[src/inc/pdel_pkg.sv]
/*
  Shared constants for the plane and memory energy-limit register bank:
  register indices, field positions, reset values and timing counts.
  Assumes a 10 MHz core clock and a register access path that carries
  a register index and up to 64 bits of data.
*/
`default_nettype none
package pdel_pkg;

  // Register indices: domain base plus offset within the domain; the unit index stands alone
  localparam logic [7:0] PDEL_OFF_LIMIT    = 8'h00;
  localparam logic [7:0] PDEL_OFF_ENERGY   = 8'h01;
  localparam logic [7:0] PDEL_OFF_POLICY   = 8'h02;
  localparam logic [7:0] PDEL_OFF_THROTTLE = 8'h03;
  localparam logic [7:0] PDEL_OFF_INFO     = 8'h04;
  localparam logic [7:0] PDEL_BASE_MEM     = 8'h18;
  localparam logic [7:0] PDEL_BASE_CORE    = 8'h38;
  localparam logic [7:0] PDEL_BASE_UNCORE  = 8'h40;
  localparam logic [7:0] PDEL_IDX_UNIT     = 8'h06;

  // Limit register fields
  localparam int PDEL_LIM_POWER_LSB = 0;
  localparam int PDEL_LIM_POWER_W   = 15;
  localparam int PDEL_LIM_ENABLE    = 15;
  localparam int PDEL_LIM_CLAMP     = 16;
  localparam int PDEL_LIM_WIN_LSB   = 17;
  localparam int PDEL_LIM_WIN_W     = 7;
  localparam int PDEL_LIM_EXP_W     = 5;
  localparam int PDEL_LIM_FRAC_LSB  = 22;
  localparam int PDEL_LIM_LOCK      = 31;
  localparam logic [31:0] PDEL_PLANE_LIM_MASK = 32'h80FF_FFFF;
  localparam logic [31:0] PDEL_MEM_LIM_MASK   = 32'h80FE_FFFF;

  // Policy fields
  localparam int PDEL_PRIO_W = 5;
  localparam logic [4:0] PDEL_CORE_PRIO_RST   = 5'h00;
  localparam logic [4:0] PDEL_UNCORE_PRIO_RST = 5'h10;

  // Unit register fields
  localparam int PDEL_UNIT_TIME_LSB = 16;
  localparam logic [3:0]  PDEL_TIME_UNIT_RST = 4'hA;
  localparam logic [3:0]  PDEL_POWER_UNIT_RST = 4'h3;
  localparam logic [4:0]  PDEL_ENERGY_UNIT_RST = 5'h10;

  // Memory info fields
  localparam int PDEL_INFO_MIN_LSB = 16;
  localparam int PDEL_INFO_MAX_LSB = 32;
  localparam int PDEL_INFO_WIN_LSB = 48;

  // Timing: energy refresh interval
  localparam int PDEL_CLK_HZ       = 10_000_000;
  localparam int PDEL_REFRESH_US   = 1000;
  localparam int PDEL_REFRESH_CYC  = PDEL_CLK_HZ / 1_000_000 * PDEL_REFRESH_US;

endpackage : pdel_pkg
`default_nettype wire

[src/hdl/pdel_regs.sv]
/*
  Plane and memory energy-limit register bank.
  Holds power-limit, priority, energy and throttle-time registers for the
  core plane, the uncore plane (client) and the memory domain (server).
  The SERVER parameter picks which domains exist; a register that the build
  leaves out reads as zero and raises the miss flag.
  Limit windows are stored raw; the power control unit does the exponent and
  fraction arithmetic, so the bank never needs a multiplier.
  Assumes single-cycle register reads and writes from the processor on the
  core clock, and per-cycle energy and throttle inputs from the power
  control unit on the same clock. The time tick also comes from that clock
  domain, so no input passes a synchroniser.
  Counters are cleared only by reset; software cannot zero an
  accumulator.
*/
// How it works
// - Plane limit bits 14:0 hold average power limit in power units.
// - Plane limit bit 15 enables the limit.
// - Plane limit bit 16 permits clamping below requested state.
// - Plane window bits 23:17: exponent 21:17, fraction 23:22, time units.
// - Plane lock bit 31 blocks limit and priority writes until reset.
// - Each plane's lock acts only on its own registers.
// - Energy registers read-only, 32-bit energy count since clear.
// - Energy counters refresh about every millisecond.
// - Priority register holds 5-bit level, 31 highest, sent onward.
// - Reset priorities favour the uncore plane over the core plane.
// - Core throttle-time is read-only accumulated throttled time.
// - Core throttle-time only on server; uncore registers only on client.
// - Memory limit bits 14:0 power limit, bit 15 enable.
// - Memory window bits 23:17 encoded like plane windows.
// - Memory lock bit 31 blocks memory limit writes until reset.
// - Memory info: TDP 14:0, minimum 30:16, maximum 46:32.
// - Memory info bits 53:48 give largest programmable window.
// - Memory throttle-time is read-only accumulated throttled time.
// - Memory registers exist only on server configurations.
// - Time unit field resets to 1010b.
// - Power limit sits at offset 0 of each domain.
// - Energy count sits at offset 1 of each domain.
`timescale 1ns/1ps
`default_nettype none

module pdel_regs
  import pdel_pkg::*;
#(
  parameter bit          SERVER      = 1'b0,
  parameter int          REFRESH_CYC = pdel_pkg::PDEL_REFRESH_CYC,
  parameter logic [14:0] MEM_TDP     = 15'h0100,
  parameter logic [14:0] MEM_MIN     = 15'h0040,
  parameter logic [14:0] MEM_MAX     = 15'h0200,
  parameter logic [5:0]  MEM_MAX_WIN = 6'h10
) (
  input  wire logic        CLOCK_I,           // Core clock, 10 MHz
  input  wire logic        RST_I,             // Synchronous reset, active high
  input  wire logic [7:0]  REG_IDX_I,         // Register index
  input  wire logic        REG_WR_I,          // Write strobe, one cycle
  input  wire logic        REG_RD_I,          // Read strobe, one cycle
  input  wire logic [63:0] REG_WDATA_I,       // Write data
  output logic      [63:0] REG_RDATA_O,       // Read data, valid cycle after read
  output logic             REG_RVALID_O,      // Read data valid pulse
  output logic             REG_MISS_O,        // Read hit no register
  input  wire logic [15:0] CORE_ENERGY_I,     // Core plane energy this cycle
  input  wire logic [15:0] UNCORE_ENERGY_I,   // Uncore plane energy this cycle
  input  wire logic [15:0] MEM_ENERGY_I,      // Memory energy this cycle
  input  wire logic        CORE_THROTTLE_I,   // Core plane below requested state
  input  wire logic        MEM_THROTTLE_I,    // Memory domain throttled
  input  wire logic        TIME_TICK_I,       // One pulse per time unit
  output logic      [31:0] CORE_LIMIT_O,      // Core limit settings
  output logic      [31:0] UNCORE_LIMIT_O,    // Uncore limit settings
  output logic      [31:0] MEM_LIMIT_O,       // Memory limit settings
  output logic      [4:0]  CORE_PRIO_O,       // Core priority level
  output logic      [4:0]  UNCORE_PRIO_O      // Uncore priority level
);

  localparam int CW = $clog2(REFRESH_CYC + 1);

  function automatic logic [31:0] merge_limit(input logic [31:0] old_v, input logic [63:0] wd,
                                              input logic [31:0] mask);
    merge_limit = old_v[PDEL_LIM_LOCK] ? old_v : (wd[31:0] & mask);
  endfunction

  // Index decode shared by every domain register select; the unit register compares its index directly
  function automatic logic reg_at(input logic [7:0] idx, input logic [7:0] base,
                                  input logic [7:0] off);
    reg_at = (idx == base + off);
  endfunction

  // Software-visible settings
  logic [31:0]   core_lim_ff;
  logic [31:0]   uncore_lim_ff;
  logic [31:0]   mem_lim_ff;
  logic [4:0]    core_prio_ff;
  logic [4:0]    uncore_prio_ff;
  // Published energy snapshots and the running sums behind them
  logic [31:0]   core_en_ff;
  logic [31:0]   uncore_en_ff;
  logic [31:0]   mem_en_ff;
  logic [31:0]   core_acc_ff;
  logic [31:0]   uncore_acc_ff;
  logic [31:0]   mem_acc_ff;
  // Throttle-time accumulators
  logic [31:0]   core_thr_ff;
  logic [31:0]   mem_thr_ff;
  // Refresh divider and read return path
  logic [CW-1:0] tick_cnt_ff;
  logic [63:0]   rdata_ff;
  logic          rvalid_ff;
  logic          miss_ff;

  wire refresh = (tick_cnt_ff == CW'(REFRESH_CYC - 1));
  wire uncore_on = !SERVER;
  wire mem_on    = SERVER;

  // Register selects; each build masks off the domains it lacks
  wire hit_core_lim  = reg_at(REG_IDX_I, PDEL_BASE_CORE, PDEL_OFF_LIMIT);
  wire hit_core_en   = reg_at(REG_IDX_I, PDEL_BASE_CORE, PDEL_OFF_ENERGY);
  wire hit_core_pol  = reg_at(REG_IDX_I, PDEL_BASE_CORE, PDEL_OFF_POLICY);
  wire hit_core_thr  = SERVER && reg_at(REG_IDX_I, PDEL_BASE_CORE, PDEL_OFF_THROTTLE);
  wire hit_unc_lim   = uncore_on && reg_at(REG_IDX_I, PDEL_BASE_UNCORE, PDEL_OFF_LIMIT);
  wire hit_unc_en    = uncore_on && reg_at(REG_IDX_I, PDEL_BASE_UNCORE, PDEL_OFF_ENERGY);
  wire hit_unc_pol   = uncore_on && reg_at(REG_IDX_I, PDEL_BASE_UNCORE, PDEL_OFF_POLICY);
  wire hit_mem_lim   = mem_on && reg_at(REG_IDX_I, PDEL_BASE_MEM, PDEL_OFF_LIMIT);
  wire hit_mem_en    = mem_on && reg_at(REG_IDX_I, PDEL_BASE_MEM, PDEL_OFF_ENERGY);
  wire hit_mem_thr   = mem_on && reg_at(REG_IDX_I, PDEL_BASE_MEM, PDEL_OFF_THROTTLE);
  wire hit_mem_info  = mem_on && reg_at(REG_IDX_I, PDEL_BASE_MEM, PDEL_OFF_INFO);
  wire hit_unit      = REG_IDX_I == PDEL_IDX_UNIT;

  wire [63:0] unit_val = {44'h0, PDEL_TIME_UNIT_RST, 3'h0, PDEL_ENERGY_UNIT_RST,
                          4'h0, PDEL_POWER_UNIT_RST};
  wire [63:0] info_val = {10'h0, MEM_MAX_WIN, 1'b0, MEM_MAX, 1'b0, MEM_MIN,
                          1'b0, MEM_TDP};

  wire any_hit = hit_core_lim | hit_core_en | hit_core_pol | hit_core_thr | hit_unc_lim |
                 hit_unc_en | hit_unc_pol | hit_mem_lim | hit_mem_en | hit_mem_thr |
                 hit_mem_info | hit_unit;

  wire [63:0] rd_mux =
      hit_core_lim ? {32'h0, core_lim_ff} :
      hit_core_en  ? {32'h0, core_en_ff} :
      hit_core_pol ? {59'h0, core_prio_ff} :
      hit_core_thr ? {32'h0, core_thr_ff} :
      hit_unc_lim  ? {32'h0, uncore_lim_ff} :
      hit_unc_en   ? {32'h0, uncore_en_ff} :
      hit_unc_pol  ? {59'h0, uncore_prio_ff} :
      hit_mem_lim  ? {32'h0, mem_lim_ff} :
      hit_mem_en   ? {32'h0, mem_en_ff} :
      hit_mem_thr  ? {32'h0, mem_thr_ff} :
      hit_mem_info ? info_val :
      hit_unit     ? unit_val : 64'h0;

  // Fields 14:0, 15, 16 (plane only), 23:17 (exponent 21:17, fraction 23:22), 31 are kept; the
  // window is stored as written and decoded by the power control unit.
  wire core_lim_we    = REG_WR_I && hit_core_lim;
  wire uncore_lim_we  = REG_WR_I && hit_unc_lim;
  wire mem_lim_we     = REG_WR_I && hit_mem_lim;
  // Each plane's priority is guarded only by its own plane's lock
  wire core_prio_we   = REG_WR_I && hit_core_pol && !core_lim_ff[PDEL_LIM_LOCK];
  wire uncore_prio_we = REG_WR_I && hit_unc_pol && !uncore_lim_ff[PDEL_LIM_LOCK];

  // The lock is judged on the stored value, so the write that sets the lock
  // still lands and only later writes bounce off it.
  wire [31:0] nxt_core_lim = core_lim_we ?
      merge_limit(core_lim_ff, REG_WDATA_I, PDEL_PLANE_LIM_MASK) : core_lim_ff;
  wire [31:0] nxt_uncore_lim = uncore_lim_we ?
      merge_limit(uncore_lim_ff, REG_WDATA_I, PDEL_PLANE_LIM_MASK) : uncore_lim_ff;
  wire [31:0] nxt_mem_lim = mem_lim_we ?
      merge_limit(mem_lim_ff, REG_WDATA_I, PDEL_MEM_LIM_MASK) : mem_lim_ff;
  wire [4:0] nxt_core_prio = core_prio_we ?
      REG_WDATA_I[PDEL_PRIO_W-1:0] : core_prio_ff;
  wire [4:0] nxt_uncore_prio = uncore_prio_we ?
      REG_WDATA_I[PDEL_PRIO_W-1:0] : uncore_prio_ff;

  // Running sums wrap modulo 2^32 by plain overflow; a domain that the build
  // leaves out keeps its sum at zero so nothing stale can surface.
  wire [31:0]   nxt_core_acc   = core_acc_ff + {16'h0, CORE_ENERGY_I};
  wire [31:0]   nxt_uncore_acc = uncore_on ? uncore_acc_ff + {16'h0, UNCORE_ENERGY_I} : 32'h0;
  wire [31:0]   nxt_mem_acc    = mem_on ? mem_acc_ff + {16'h0, MEM_ENERGY_I} : 32'h0;
  wire [CW-1:0] nxt_tick_cnt   = refresh ? '0 : tick_cnt_ff + 1'b1;

  // Throttle time counts time units spent throttled; wraps silently
  wire        core_thr_inc = SERVER && TIME_TICK_I && CORE_THROTTLE_I;
  wire        mem_thr_inc  = mem_on && TIME_TICK_I && MEM_THROTTLE_I;
  wire [31:0] nxt_core_thr = core_thr_ff + 32'h1;
  wire [31:0] nxt_mem_thr  = mem_thr_ff + 32'h1;

  // Unmapped and build-hidden indices answer with zero data and a miss
  wire rd_miss = REG_RD_I && !any_hit;

  // Limit registers
  always_ff @(posedge CLOCK_I) begin
    if (RST_I) begin
      core_lim_ff <= 32'h0;
    end else begin
      core_lim_ff <= nxt_core_lim;
    end
  end

  always_ff @(posedge CLOCK_I) begin
    if (RST_I) begin
      uncore_lim_ff <= 32'h0;
    end else begin
      uncore_lim_ff <= nxt_uncore_lim;
    end
  end

  always_ff @(posedge CLOCK_I) begin
    if (RST_I) begin
      mem_lim_ff <= 32'h0;
    end else begin
      mem_lim_ff <= nxt_mem_lim;
    end
  end

  // Priority registers
  always_ff @(posedge CLOCK_I) begin
    if (RST_I) begin
      core_prio_ff <= PDEL_CORE_PRIO_RST;
    end else begin
      core_prio_ff <= nxt_core_prio;
    end
  end

  always_ff @(posedge CLOCK_I) begin
    if (RST_I) begin
      uncore_prio_ff <= PDEL_UNCORE_PRIO_RST;
    end else begin
      uncore_prio_ff <= nxt_uncore_prio;
    end
  end

  // Refresh divider: one pulse every REFRESH_CYC cycles
  always_ff @(posedge CLOCK_I) begin
    if (RST_I) begin
      tick_cnt_ff <= '0;
    end else begin
      tick_cnt_ff <= nxt_tick_cnt;
    end
  end

  // Running sums
  always_ff @(posedge CLOCK_I) begin
    if (RST_I) begin
      core_acc_ff <= 32'h0;
    end else begin
      core_acc_ff <= nxt_core_acc;
    end
  end

  always_ff @(posedge CLOCK_I) begin
    if (RST_I) begin
      uncore_acc_ff <= 32'h0;
    end else begin
      uncore_acc_ff <= nxt_uncore_acc;
    end
  end

  always_ff @(posedge CLOCK_I) begin
    if (RST_I) begin
      mem_acc_ff <= 32'h0;
    end else begin
      mem_acc_ff <= nxt_mem_acc;
    end
  end

  // Energy accumulates every cycle but is published once per interval, so
  // software sees a value that is stable for about a millisecond.
  always_ff @(posedge CLOCK_I) begin
    if (RST_I) begin
      core_en_ff <= 32'h0;
    end else if (refresh) begin
      core_en_ff <= core_acc_ff;
    end
  end

  always_ff @(posedge CLOCK_I) begin
    if (RST_I) begin
      uncore_en_ff <= 32'h0;
    end else if (refresh) begin
      uncore_en_ff <= uncore_acc_ff;
    end
  end

  always_ff @(posedge CLOCK_I) begin
    if (RST_I) begin
      mem_en_ff <= 32'h0;
    end else if (refresh) begin
      mem_en_ff <= mem_acc_ff;
    end
  end

  // Throttle counters
  always_ff @(posedge CLOCK_I) begin
    if (RST_I) begin
      core_thr_ff <= 32'h0;
    end else if (core_thr_inc) begin
      core_thr_ff <= nxt_core_thr;
    end
  end

  always_ff @(posedge CLOCK_I) begin
    if (RST_I) begin
      mem_thr_ff <= 32'h0;
    end else if (mem_thr_inc) begin
      mem_thr_ff <= nxt_mem_thr;
    end
  end

  // Read return path: data holds until the next read
  always_ff @(posedge CLOCK_I) begin
    if (RST_I) begin
      rdata_ff <= 64'h0;
    end else if (REG_RD_I) begin
      rdata_ff <= rd_mux;
    end
  end

  always_ff @(posedge CLOCK_I) begin
    if (RST_I) begin
      rvalid_ff <= 1'b0;
    end else begin
      rvalid_ff <= REG_RD_I;
    end
  end

  always_ff @(posedge CLOCK_I) begin
    if (RST_I) begin
      miss_ff <= 1'b0;
    end else begin
      miss_ff <= rd_miss;
    end
  end

  assign REG_RDATA_O    = rdata_ff;
  assign REG_RVALID_O   = rvalid_ff;
  assign REG_MISS_O     = miss_ff;
  assign CORE_LIMIT_O   = core_lim_ff;
  assign UNCORE_LIMIT_O = uncore_lim_ff;
  assign MEM_LIMIT_O    = mem_lim_ff;
  assign CORE_PRIO_O    = core_prio_ff;
  assign UNCORE_PRIO_O  = uncore_prio_ff;

endmodule // pdel_regs

`default_nettype wire

[config.mk]
export PLATFORM = sky130hd
export DESIGN_NAME = pdel_regs
export DESIGN_NICKNAME = d
export VERILOG_FILES = /design/src/inc/pdel_pkg.sv /design/src/hdl/pdel_regs.sv
export SDC_FILE = /design/constraint.sdc
export NUM_CORES = 1
export LEC_CHECK = 0
export BUFFER_PORTS_ARGS = -buffer_cell sky130_fd_sc_hd__buf_2
export CORE_MARGIN = 2
export CORE_UTILIZATION = 49
export CTS_CLUSTER_DIAMETER = 120
export DETAILED_ROUTE_END_ITERATION = 10
export PLACE_DENSITY = 0.77
export SYNTH_ARGS = -nofsm -noshare
export SYNTH_HDL_FRONTEND = slang
export SYNTH_SLANG_ARGS = --single-unit
[constraint.sdc]
create_clock -name CLOCK_I -period 2.15 [get_ports CLOCK_I]
set_input_delay 0.215 -clock CLOCK_I [delete_from_list [all_inputs] [get_ports CLOCK_I]]
set_output_delay 0.215 -clock CLOCK_I [all_outputs]
set_load 0.02 [all_outputs]
==> Yosys cells after proc, flatten, opt, wreduce, memory -nomap -nowiden <==
Index checks and enable logic that the tools add are counted.
{ "word_totals": {"register_bits": 268, "latchBits": 0, "ram_bits": 0, "mem_bits_ro": 0, "inputBits": 127, "output_inout_bits": 172, "word_cells": 55, "mem_count": 0} }
{ "classes": {"add_sub_neg": 3, "mul": 0, "n_div": 0, "n_lt_le_gt_ge": 0, "n_eq_ne": 8, "shifts": 0, "mux": 9, "bitwise_logic": 8, "n_reduce_logical": 13} }
{ "ops": {"columns": ["op", "n"], "rows": [
  ["$mux W32", 7],
  ["$add A32 B16 Y32", 2],
  ["$mux W20", 2],
  ["$eq A8 B6 Y1 const B", 3],
  ["$eq A8 B7 Y1 const B", 3],
  ["$add A14 B1 Y14 const B", 1],
  ["$eq A14 B14 Y1 const B", 1],
  ["$eq A8 B3 Y1 const B", 1],
  ["$logic_and A1 B1 Y1", 7],
  ["$or A1 B1 Y1", 6],
  ["$reduce_and A2 Y1", 2],
  ["$logic_not A1 Y1", 3],
  ["$not A1 Y1", 2],
  ["$reduce_or A2 Y1", 1]
]} }

==> Longest topological paths before layout <==
Gate-level depths: netlist (run 1).
{ "depth": {"depth_word": 9, "mapped_depth": 8} }

==> Worst setup path before layout (run 1) <==
Ideal clock, no wire load.
{ "synth_timing": {"kind": "register -> register", "startpoint": "reg core_acc_ff[0]", "endpoint": "reg core_acc_ff[10]", "setup_ps": 116, "arrival_ps": 2251, "t_required_ps": 2034, "path_slack_ps": -217, "stages_incl_launch_ff": 9, "path_buffers": 0, "cell_sequence": "dfxtp_1 ha_1 fa_1 a211oi_1 o211ai_2 and3_1 o21ai_0 or3b_1 and3_1"} }
{ "synth_via": {"elab_chain_len": 1} }
{ "synth_lines": {"columns": ["element", "line_no", "text"], "rows": [
  ["from (decl)", "pdel_regs.sv:97", "logic [31:0] core_acc_ff;"],
  ["from (signal assigned)", "pdel_regs.sv:244", "core_acc_ff <= nxt_core_acc;"],
  ["$add A32 B16 Y32", "pdel_regs.sv:174", "wire [31:0] nxt_core_acc = core_acc_ff + {16'h0, CORE_ENERGY_I};"]
]} }
Every way passes these cells.
A chain may end at the register's enable or synchronous reset.

==> Final worst setup path (run 1) <==
{ "layout_timing": {"startpoint": "reg uncore_acc_ff[0]", "endpoint": "reg uncore_acc_ff[18]"} }
{ "layout_via": {"elab_chain_len": 1} }
{ "layout_lines": {"columns": ["element", "line_no", "text"], "rows": [
  ["from (decl)", "pdel_regs.sv:98", "logic [31:0] uncore_acc_ff;"],
  ["from (signal assigned)", "pdel_regs.sv:252", "uncore_acc_ff <= nxt_uncore_acc;"],
  ["$add A32 B16 Y32", "pdel_regs.sv:175", "wire [31:0] nxt_uncore_acc = uncore_on ? uncore_acc_ff + {16'h0, UNCORE_ENERGY_I} : 32'h0;"]
]} }
Every way passes these cells.

==> qor.csv, run 1 <==
stage,metric,value,unit
outcome,status,"complete, but fails checks",
outcome,failing checks,setup timing,
global_route,pin count of the biggest net entering global routing,111,
final_layout,Final Non-Filler Cells,2066,
synth,Yosys warning count,0,
setup_path,WP data arrival,2.85,ns
power_and_ir_drop,Tot Pwr,15.0,mW
sta,Sum Neg Setup Slack,-2.08,ns
hold_path,HP Class,in -> reg,
detailed_routing,Routed Antenna Nets,0,
synth,Mapped Area,0.0119,mm2
power_and_ir_drop,sequential power share,33.2,%
floorplanning,# IOs,299,
synth,asr flop ratio synth,0,%
synth,register area share after synthesis,39.5,%
placement,hpwl dp,24.5,mm
setup_path,crit path launch type,flip-flop,
detailed_routing,total wire length,36.9,mm
sta,post-route clock period utilization,114,%
floorplanning,Starting Density,49.6,%
clocking,clk sinks,236,
setup_path,WP data required,2.56,ns
floorplanning,die area,0.0257,mm2
global_route,Total GRT Usage,26.3,%
placement,Setup WS pre-CTS,-0.313,ns
clocking,Worst-Skew Late Latency,0.53,ns
setup_path,critical-path maximum fanout,6,
setup_path,CP Class,reg -> reg,
detailed_routing,DRC Markers,0,
synth,number of synthesized flops with an enable pin,0,
power_and_ir_drop,Psw,4.68,mW
power_and_ir_drop,worst vdd ir,0.000630,V
clocking,H-tree levels,1,
clocking,root buffer cell,clkbuf_16,
detailed_routing,wire length per cell,17.9,um
sta,Worst Skew,0.0130,ns
power_and_ir_drop,P per Cell Area,950,mW/mm2
global_route,vias in the first global route,10800,
synth,synth unique cells,78,
setup_path,CP Cell Sequence,ha_4 -> fa_2 -> a211oi_4 -> o211ai_2 -> nand4_1 -> a21oi_4 -> buf_6 -> o211ai_1 -> mux2_4,
final_layout,share of layout cells above drive strength 1,29.9,%
floorplanning,Die Ht,160,um
setup_path,slowest cell delay on critical path,0.38,ns
sta,Final min period,2.44,ns
global_route,antenna violations before repair,1,
sta,Pins Over Slew Limit,0,
setup_path,"CP delay by family, top",compound AO/OA/AOI/OAI gates,
global_route,first-pass GRT wire length,55.7,mm
synth,main flop type after synthesis,dfxtp_1,
sta,final hold violation count,0,
synth,post-synthesis cell count,1439,
power_and_ir_drop,Comb power frac,32.8,%
detailed_routing,DRT iter0 DRCs,1264,
power_and_ir_drop,Clock power frac,34.0,%
sta,min setup slack post-route,-0.290,ns
synth,"Avg Cell Area, Syn",8.30,um2
detailed_routing,DR vias/cell,5.75,
power_and_ir_drop,Leak Pwr,6.12,nW
setup_path,CP bufs+invs,1,
setup_path,Critical Path End Type,flip-flop,
final_layout,most frequent cells in the layout,"nand2_1 (258), dfxtp_1 (224), buf_2 (161)",
synth,register bit total from synthesis,236,
final_layout,"commonest non-fill, non-tap cell in the layout",nand2_1,
clocking,Clock transition at path regs,0.06,ns
floorplanning,core area,0.0241,mm2
placement,dpl cells,1964,
final_layout,Area growth syn-to-layout,32.3,%
sta,Slew @ Worst Pin,0.858,ns
sta,Peak Freq,410,MHz
floorplanning,chip width,160,um
sta,unrepaired setup endpoints after global routing,true,
detailed_routing,DR vias,11900,
sta,Slew HR,42.8,%
setup_path,slowest cell on the critical path,fa_2,
sta,final setup fails,27,
run,max-cap violations,0,
sta,Fin Hold WS,0.0325,ns
clocking,CTS Buf Count,26,
final_layout,Final nets,1885,
placement,routability congestion estimate,0.917,
clocking,TritonCTS clock tree,done,
detailed_routing,First-pass DRT Iterations,6,
global_route,grt total ovfl,0,
power_and_ir_drop,Int Pwr,10.3,mW
power_and_ir_drop,Switching Fraction,31.2,%
placement,PortBufs,162,
clocking,worst-case clock buffer depth,3,
floorplanning,num rows,57,
-- worst reg2reg max path, cell delays in order (launching register included) --
cell	delay, ns
dfxtp_2	0.34
ha_4	0.16
fa_2	0.38
a211oi_4	0.25
o211ai_2	0.14
nand4_1	0.22
a21oi_4	0.16
buf_6	0.16
o211ai_1	0.21
mux2_4	0.32
-- through the flow --
step | area (um2) | util (%)
after detailed placement | 13600 | 56.5
after CTS | 15200 | 63.2
after global routing | 15800 | 65.6
after floorplan | 12300 | -
final | 15800 | 65.6
after global placement | 13600 | 56.5
-- per-layer routing --
metal | GRT usage [%] | vias up | routed length [um]
met1 | 34.2 | 5695 | 15100
met3 | 4.00 | 89 | 2950
li1 | - | 5481 | -
met4 | 7.78 | 0 | 1080
met5 | 0 | - | 0
met2 | 45.3 | 611 | 17700
-- cell usage after synthesis (all sizes together), types with 26 or more instances --
cell type | number | area share (%)
dfxtp | 236 | 40
nand2 | 261 | 8.2
clkbuf | 56 | 1.8
ha | 33 | 3.5
o211ai | 27 | 1.8
buf | 116 | 6.8
a22oi | 30 | 1.9
nand3 | 26 | 1.1
o21ai | 36 | 1.5
nor2 | 121 | 3.9
a211oi | 35 | 2.6
a21oi | 151 | 7.0
-- repair_timing --
action	CTS	global route
hold buffers	25	0
endpoints found under the hold margin	59	0
setup endpoints to repair	37	40
cloned	0	1
gates resized for setup	45	84
setup buffers	21	18
pin swaps	26	54
-- cell type report --
cell class / count / area (um2)
Tap cell: 324 / 405
Timing Repair Buffer: 351 / 2490
Antenna cell: 1 / 2.50
Inverter: 14 / 52.6
Fill cell: 1839 / 8300
Sequential cell: 236 / 4740
Clock inverter: 11 / 243
Clock buffer: 35 / 736
Multi-Input combinational cell: 1094 / 7140
-- power by group through the flow --
stage          clock network (mW)  logic [mW]  registers, mW
2_1_floorplan                   0        2.29           4.94
3_3_place_gp                    0        3.67           4.96
3_5_place_dp                    0        3.75           4.98
4_1_cts                      5.14        4.18           4.91
5_1_grt                      5.33        5.25           5.01
6_report                     5.10        4.92           4.99
-- worst paths after layout --
kind / endpoint / slack [ns] / from / cells after the start
max: uncore_acc_ff[18] / -0.29 / uncore_acc_ff[0] / 9
min: core_acc_ff[31] / 0.03 / RST_I / 2
max reg2reg: uncore_acc_ff[18] / -0.29 / uncore_acc_ff[0] / 9
min reg2reg: uncore_en_ff[29] / 0.45 / uncore_en_ff[29] / 2
-- kinds of logic (layout without fill, tap and decap cells) --
family,Yosys count,in the layout,share of synthesized area (%)
AO/OA/AOI/OAI,364,364,21.0
buffers and inverters,186,411,9.03
XOR/XNOR,37,37,2.71
AND/OR/NAND/NOR,562,562,22.4
multiplexers,18,18,1.56
adder cells (fa/ha/maj),35,35,3.79
flip-flops,236,236,39.5
other,1,79,0.0314
-- state kept, by name (all words and copies together) (netlist names) --
signal	flops
CORE_LIMIT_O	25
CORE_PRIO_O	5
REG_MISS_O	1
REG_RDATA_O	32
REG_RVALID_O	1
UNCORE_LIMIT_O	25
UNCORE_PRIO_O	5
core_acc_ff	32
core_en_ff	32
tick_cnt_ff	14
uncore_acc_ff	32
uncore_en_ff	32
(Power assumes the default switching activity.)
==> inputs of run 2 (changes only) <==
--- a/config.mk
+++ b/config.mk
@@ -10,7 +10,7 @@
 export CORE_UTILIZATION = 49
 export CTS_CLUSTER_DIAMETER = 120
 export DETAILED_ROUTE_END_ITERATION = 10
-export PLACE_DENSITY = 0.77
+export PLACE_DENSITY_LB_ADDON = 0.1
 export SYNTH_ARGS = -nofsm -noshare
 export SYNTH_HDL_FRONTEND = slang
 export SYNTH_SLANG_ARGS = --single-unit
==> run 2 against run 1 <==
The flow still finishes with violations (setup timing). Sequential share of layout area is 0.91 points higher. Die area stayed put. Routed wire length is 7.9% lower. Sequential power hardly changed. Non-clock buffer count is 17 lower. Setup slack better by 0.20 ns. Total power is 8.2% lower. Global-route usage is 0.82 points lower. Clock-buffer cell count stayed put. Core utilization is 2.0 points lower. Clock power is 12% lower. Critical endpoint is now uncore_acc_ff[30].
==> qor.csv, run 2 (synthesized netlist as in run 1, its figures left out) <==
stage,metric,value,unit,change
clocking,Worst-Skew Late Latency,0.52,ns,about the same
placement,dpl cells,1961,,-0.15%
detailed_routing,total wire length,34.0,mm,-7.9%
floorplanning,Die Ht,160,um,unchanged
final_layout,"commonest non-fill, non-tap cell in the layout",nand2_1,,
sta,final setup fails,6,,-78%
detailed_routing,DR vias,11100,,-6.9%
final_layout,Final nets,1869,,-0.85%
final_layout,Area growth syn-to-layout,28.3,%,
floorplanning,die area,0.0257,mm2,unchanged
sta,post-route clock period utilization,104,%,-9.2 points
floorplanning,core area,0.0241,mm2,unchanged
global_route,pin count of the biggest net entering global routing,104,,-6.3%
sta,Worst Skew,0.0105,ns,-0.00241 ns
detailed_routing,DR vias/cell,5.40,,-6.0%
setup_path,critical-path maximum fanout,3,,-3
final_layout,filler cell count,2136,,+16%
global_route,first-pass GRT wire length,54.1,mm,-2.9%
power_and_ir_drop,Psw,4.28,mW,-8.4%
outcome,status,"complete, but fails checks",,
sta,Final min period,2.24,ns,-0.199 ns
global_route,vias in the first global route,10400,,-4.4%
power_and_ir_drop,Int Pwr,9.50,mW,-8.1%
global_route,Total GRT Usage,25.5,%,-0.82 points
floorplanning,chip width,160,um,unchanged
setup_path,WP data arrival,2.64,ns,-0.21 ns
detailed_routing,wire length per cell,16.6,um,-7.1%
sta,Pins Over Slew Limit,0,,unchanged
sta,Peak Freq,446,MHz,+8.9%
floorplanning,Starting Density,49.6,%,unchanged
clocking,Clock transition at path regs,0.06,ns,about the same
placement,placed cell area,0.0135,mm2,-0.51%
placement,routability congestion estimate,0.848,,-7.5%
detailed_routing,DRT iter0 DRCs,926,,-27%
sta,final hold violation count,0,,unchanged
clocking,H-tree levels,1,,unchanged
outcome,failing checks,setup timing,,
sta,Slew HR,56.2,%,+13 points
sta,unrepaired setup endpoints after global routing,true,,
final_layout,most frequent cells in the layout,"nand2_1 (258), dfxtp_1 (228), buf_2 (161)",,
final_layout,ANT cells,0,,-1
sta,min setup slack post-route,-0.0915,ns,+0.199 ns
detailed_routing,First-pass DRT Iterations,5,,-1
power_and_ir_drop,worst vdd ir,0.000667,V,+5.9%
power_and_ir_drop,Comb power frac,31.3,%,-1.5 points
final_layout,share of layout cells above drive strength 1,28.3,%,-1.6 points
hold_path,HP Class,in -> reg,,
clocking,clk sinks,236,,unchanged
setup_path,CP Class,reg -> reg,,
power_and_ir_drop,Switching Fraction,31.1,%,-0.074 points
global_route,antenna violations before repair,1,,unchanged
detailed_routing,Routed Antenna Nets,0,,unchanged
power_and_ir_drop,Clock power frac,32.7,%,-1.3 points
setup_path,crit path launch type,flip-flop,,
global_route,grt total ovfl,0,,unchanged
placement,hpwl dp,23.7,mm,-3.0%
floorplanning,num rows,57,,unchanged
clocking,worst-case clock buffer depth,3,,unchanged
detailed_routing,DRC Markers,0,,unchanged
sta,Slew @ Worst Pin,0.657,ns,-0.201 ns
power_and_ir_drop,sequential power share,35.9,%,+2.7 points
floorplanning,# IOs,299,,unchanged
placement,PortBufs,162,,unchanged
setup_path,WP data required,2.55,ns,about the same
clocking,root buffer cell,clkbuf_16,,
clocking,CTS Buf Count,26,,unchanged
setup_path,Critical Path End Type,flip-flop,,
final_layout,Finished Cell Area,0.0153,mm2,-3.0%
clocking,TritonCTS clock tree,done,,
final_layout,post-layout util,63.6,%,-2.0 points
power_and_ir_drop,Leak Pwr,5.96,nW,-2.5%
final_layout,Final Non-Filler Cells,2048,,-0.87%
power_and_ir_drop,P per Cell Area,899,mW/mm2,-5.3%
run,max-cap violations,0,,unchanged
==> run 2: cell count changes in the layout (fill, tap and decap cells not counted), moves of 4 or more <==
cell	previous run	this run
buf_12	13	8
buf_4	143	127
bufinv_16	7	2
clkinv_2	1	6
dfxtp_1	224	228
dfxtp_2	11	7
ha_1	11	17
ha_4	22	15
==> run 2: final cells by class <==
type	instances	area, um2	share of cell area [%]
Multi-Input combinational cell	1095	6950	45.4
Inverter	14	52.6	0.343
Timing Repair Buffer	334	2320	15.1
Sequential cell	236	4740	30.9
Clock inverter	10	108	0.702
Clock buffer	35	756	4.93
Tap cell	324	405	2.64
==> run 2: critical path, stage by stage, from the launching register on <==
cell and delay, ns:
dfxtp_2 0.33, ha_4 0.16, fa_2 0.36, a211oi_4 0.25
o211ai_2 0.12, nand4_1 0.20, a21o_1 0.23, nor4_1 0.06
or4_1 0.39
==> run 2: final timing paths <==
path | cells past startpoint | to | slack [ns] | startpoint
setup reg to reg | 8 | uncore_acc_ff[30] | -0.09 | uncore_acc_ff[0]
hold reg to reg | 2 | core_en_ff[17] | 0.45 | core_en_ff[17]
hold / removal | 3 | UNCORE_LIMIT_O[31] | 0.04 | REG_WR_I
setup / recovery | 8 | uncore_acc_ff[30] | -0.09 | uncore_acc_ff[0]
==> run 2: per-layer routing <==
layer  up-vias  wire (um)  global-route usage (%)
met2       304      15900                    43.1
li1       5454          -                       -
met1      5248      15600                    34.5
met3        54       1800                    3.77
met4         2        694                    6.02
met5         -         13                       0
==> run 2: power by group through the flow <==
stage / combinational (mW) / sequential (mW) / clock (mW)
after CTS: 3.92 / 4.93 / 4.58
after detailed placement: 3.56 / 4.99 / 0
final: 4.32 / 4.96 / 4.51
after floorplan: 2.29 / 4.94 / 0
after global placement: 3.52 / 4.99 / 0
after global routing: 4.73 / 4.99 / 4.80
==> run 2: repair_timing <==
item / 4_1_cts / 5_1_grt
buffers inserted: 11 / 10
endpoints found under the hold margin: 58 / 0
hold buffers: 25 / 0
gates resized for setup: 51 / 53
setup endpoints to repair: 25 / 39
gates cloned: 1 / 0
pin swaps: 35 / 39
==> run 2: stage by stage <==
step,setup slack [ns],hold WS (ns),total power [mW],setup TNS [ns]
global placement,-0.163,0.434,8.51,-2.20
global route,-0.159,0.0466,14.5,-1.91
finish,-0.0915,0.0434,13.8,-0.268
detailed placement,-0.185,0.437,8.55,-2.89
floorplan,-0.0206,0.343,7.22,-0.0206
CTS,-0.121,0.0301,13.4,-0.988
==> inputs of run 3 (changes only) <==
--- a/config.mk
+++ b/config.mk
@@ -5,11 +5,11 @@
 export SDC_FILE = /design/constraint.sdc
 export NUM_CORES = 1
 export LEC_CHECK = 0
-export BUFFER_PORTS_ARGS = -buffer_cell sky130_fd_sc_hd__buf_2
 export CORE_MARGIN = 2
-export CORE_UTILIZATION = 49
+export CORE_UTILIZATION = 40
 export CTS_CLUSTER_DIAMETER = 120
 export DETAILED_ROUTE_END_ITERATION = 10
+export DONT_BUFFER_PORTS = 1
 export PLACE_DENSITY_LB_ADDON = 0.1
 export SYNTH_ARGS = -nofsm -noshare
 export SYNTH_HDL_FRONTEND = slang
==> run 3 against run 2 <==
The run still ends with setup timing left. Largest cell class unchanged. Routed wire length increased by 7.6%. Sequential share of layout area fell by 0.80 points. Core utilization down 10 points. Maximum frequency rose by 1.1%. Clock-buffer cell count is 3 higher. Highest routed layer is now met4. Die area up 22%. Via count shrank 1.9%. Clock power increased by 4%. Non-clock buffer count is 52 lower. Hold slack got worse by 0.0079 ns. Largest power group unchanged. Global-route usage fell by 3.0 points. Setup slack improved by 0.025 ns.
==> qor.csv, run 3 (synthesized netlist as in run 1, its figures left out) <==
stage,metric,value,unit,change
setup_path,CP bufs+invs,1,,+1
clocking,Worst-Skew Late Latency,0.55,ns,+0.03 ns
outcome,status,"complete, but fails checks",,
global_route,met2 Use GR,36.6,%,-6.5 points
global_route,pin count of the biggest net entering global routing,138,,+33%
sta,post-route clock period utilization,103,%,-1.1 points
global_route,grt total ovfl,0,,unchanged
global_route,vias in the first global route,10100,,-2.1%
sta,final hold violation count,0,,unchanged
setup_path,slowest cell delay on critical path,0.45,ns,+0.06 ns
placement,hpwl dp,23.9,mm,+0.61%
sta,min setup slack post-route,-0.0670,ns,+0.0246 ns
setup_path,Worst setup endpoint,uncore_acc_ff[17],,
clocking,clk sinks,236,,unchanged
detailed_routing,wire length per cell,17.7,um,+6.8%
setup_path,CP Class,reg -> reg,,
final_layout,Final nets,1817,,-2.8%
floorplanning,core area,0.0296,mm2,+23%
outcome,failing checks,setup timing,,
final_layout,Final Non-Filler Cells,2063,,+0.73%
detailed_routing,DRC Markers,0,,unchanged
clocking,Clock transition at path regs,0.06,ns,about the same
setup_path,Critical Path End Type,flip-flop,,
detailed_routing,First-pass DRT Iterations,5,,unchanged
setup_path,slowest cell on the critical path,a2111oi_4,,
global_route,Total GRT Usage,22.5,%,-3.0 points
clocking,H-tree levels,1,,unchanged
detailed_routing,DR vias,10900,,-1.9%
final_layout,filler cell count,2853,,+34%
floorplanning,num rows,63,,+11%
clocking,root buffer cell,clkbuf_16,,
final_layout,ANT cells,0,,unchanged
power_and_ir_drop,Leak Pwr,5.90,nW,-1.2%
setup_path,crit path launch type,flip-flop,,
sta,Fin Hold WS,0.0355,ns,-0.00790 ns
run,max-cap violations,0,,unchanged
sta,Peak Freq,451,MHz,+1.1%
setup_path,critical-path maximum fanout,3,,unchanged
final_layout,Area growth syn-to-layout,31.9,%,
detailed_routing,DRT iter0 DRCs,571,,-38%
floorplanning,Die Ht,177,um,+10%
setup_path,WP data required,2.61,ns,+0.06 ns
setup_path,cell count along the critical path,8,,unchanged
power_and_ir_drop,P per Cell Area,887,mW/mm2,-1.4%
placement,routability congestion estimate,0.818,,-3.5%
sta,Worst Skew,0.0141,ns,+0.00355 ns
global_route,GR peak layer,met2,,
setup_path,CP Launch Point,uncore_acc_ff[1],,
setup_path,R2R depth,8,,unchanged
clocking,CTS Buf Count,27,,+3.8%
placement,dpl cells,1853,,-5.5%
final_layout,most frequent cells in the layout,"nand2_1 (259), dfxtp_1 (226), dlygate4sd3_1 (143)",,
global_route,first-pass GRT wire length,56.4,mm,+4.4%
floorplanning,die area,0.0313,mm2,+22%
detailed_routing,Routed Antenna Nets,0,,unchanged
global_route,grt met3 use,4.49,%,+0.72 points
detailed_routing,total wire length,36.5,mm,+7.6%
placement,PortBufs,0,,-100%
sta,Final min period,2.22,ns,-0.0246 ns
sta,Pins Over Slew Limit,0,,unchanged
clocking,TritonCTS clock tree,done,,
global_route,met1 Track Usage GR,30.3,%,-4.2 points
sta,final setup fails,9,,+3
floorplanning,chip width,177,um,+10%
setup_path,WP data arrival,2.67,ns,+0.03 ns
sta,unrepaired setup endpoints after global routing,true,,
final_layout,"commonest non-fill, non-tap cell in the layout",nand2_1,,
setup_path,CP Cell Sequence,ha_1 -> a21oi_1 -> nand4b_1 -> a2111oi_4 -> nor2_2 -> o21a_1 -> buf_4 -> o311ai_2,,
hold_path,HP Class,in -> reg,,
setup_path,RR Endpoint,uncore_acc_ff[17],,
final_layout,share of layout cells above drive strength 1,18.9,%,-9.4 points
detailed_routing,DR vias/cell,5.26,,-2.6%
floorplanning,# IOs,299,,unchanged
global_route,antenna violations before repair,0,,-1
clocking,worst-case clock buffer depth,3,,unchanged
floorplanning,Starting Density,40.4,%,-9.1 points
setup_path,r2r setup slk,-0.07,ns,+0.02 ns
setup_path,R2R Path Start,uncore_acc_ff[1],,
placement,Setup WS pre-CTS,-0.202,ns,-0.0176 ns
sta,Slew @ Worst Pin,0.548,ns,-0.108 ns
setup_path,"CP delay by family, top",compound AO/OA/AOI/OAI gates,,
power_and_ir_drop,worst vdd ir,0.000573,V,-14%
sta,Slew HR,63.4,%,+7.2 points
power_and_ir_drop,Tot Pwr,14.0,mW,+1.3%
==> run 3: cell count changes in the layout (fill, tap and decap cells not counted), sizes merged <==
| cell | before | now |
|---|---|---|
| clkbuf | 36 | 38 |
| buf | 308 | 139 |
| clkinv | 9 | 6 |
| inv | 13 | 14 |
| bufinv | 2 | 3 |
| dlygate4sd3 | 25 | 143 |
| nor4 | 9 | 8 |
==> run 3: repair_timing <==
item,CTS,global route
hold endpoints to repair,216,1
hold buffers,144,1
cloned,1,0
buffers inserted,10,7
setup endpoints to repair,26,45
gates resized for setup,43,61
pin swaps,26,53
==> run 3: metrics by stage <==
stage                     area [um2]  setup TNS (ns)  util, %
after global placement         12700           -1.38     42.9
after CTS                      15400          -0.579     52.1
after floorplan                12300         -0.0206        -
after global routing           15800           -1.97     53.3
final                          15800          -0.192     53.3
after detailed placement       12700           -2.02     42.9
==> run 3: final cells by class <==
cell class,instances,area [um2],share of cell area [%]
Inverter,14,52.6,0.334
Multi-Input combinational cell,1094,6960,44.2
Clock inverter,9,135,0.858
Timing Repair Buffer,282,2620,16.7
Sequential cell,236,4740,30.1
Tap cell,390,488,3.10
Clock buffer,38,757,4.80
==> run 3: per-layer routing <==
layer	up-vias	routed length (um)	share of wire (%)
li1	5351	-	-
met1	5157	16700	46
met2	295	16700	46
met3	53	2220	6.1
met4	0	891	2.4
met5	-	0	0
==> run 3: worst min-delay path, cell delays in order <==
cell and delay [ns]:
ha_4 0.12, or3b_1 0.09, and3_1 0.13
==> run 3: worst min path at each step <==
stage | start | endpoint | slack, ns | cells after the start
floorplan | REG_WDATA_I[4] | UNCORE_PRIO_O[4] | 0.34 | 2
global route | RST_I | uncore_acc_ff[19] | 0.05 | 3
finish | CORE_ENERGY_I[9] | core_acc_ff[10] | 0.04 | 3
detailed placement | REG_RD_I | REG_RDATA_O[7] | 0.33 | 1
CTS | UNCORE_ENERGY_I[15] | uncore_acc_ff[15] | 0.006 | 3
global placement | REG_RD_I | REG_RDATA_O[8] | 0.33 | 1
==> run 3: where the power goes <==
group / internal [mW] / leakage (nW) / switching [mW]
clock: 2.81 / 0.441 / 1.90
combinational: 2.18 / 3.54 / 2.11
sequential: 4.70 / 1.92 / 0.275
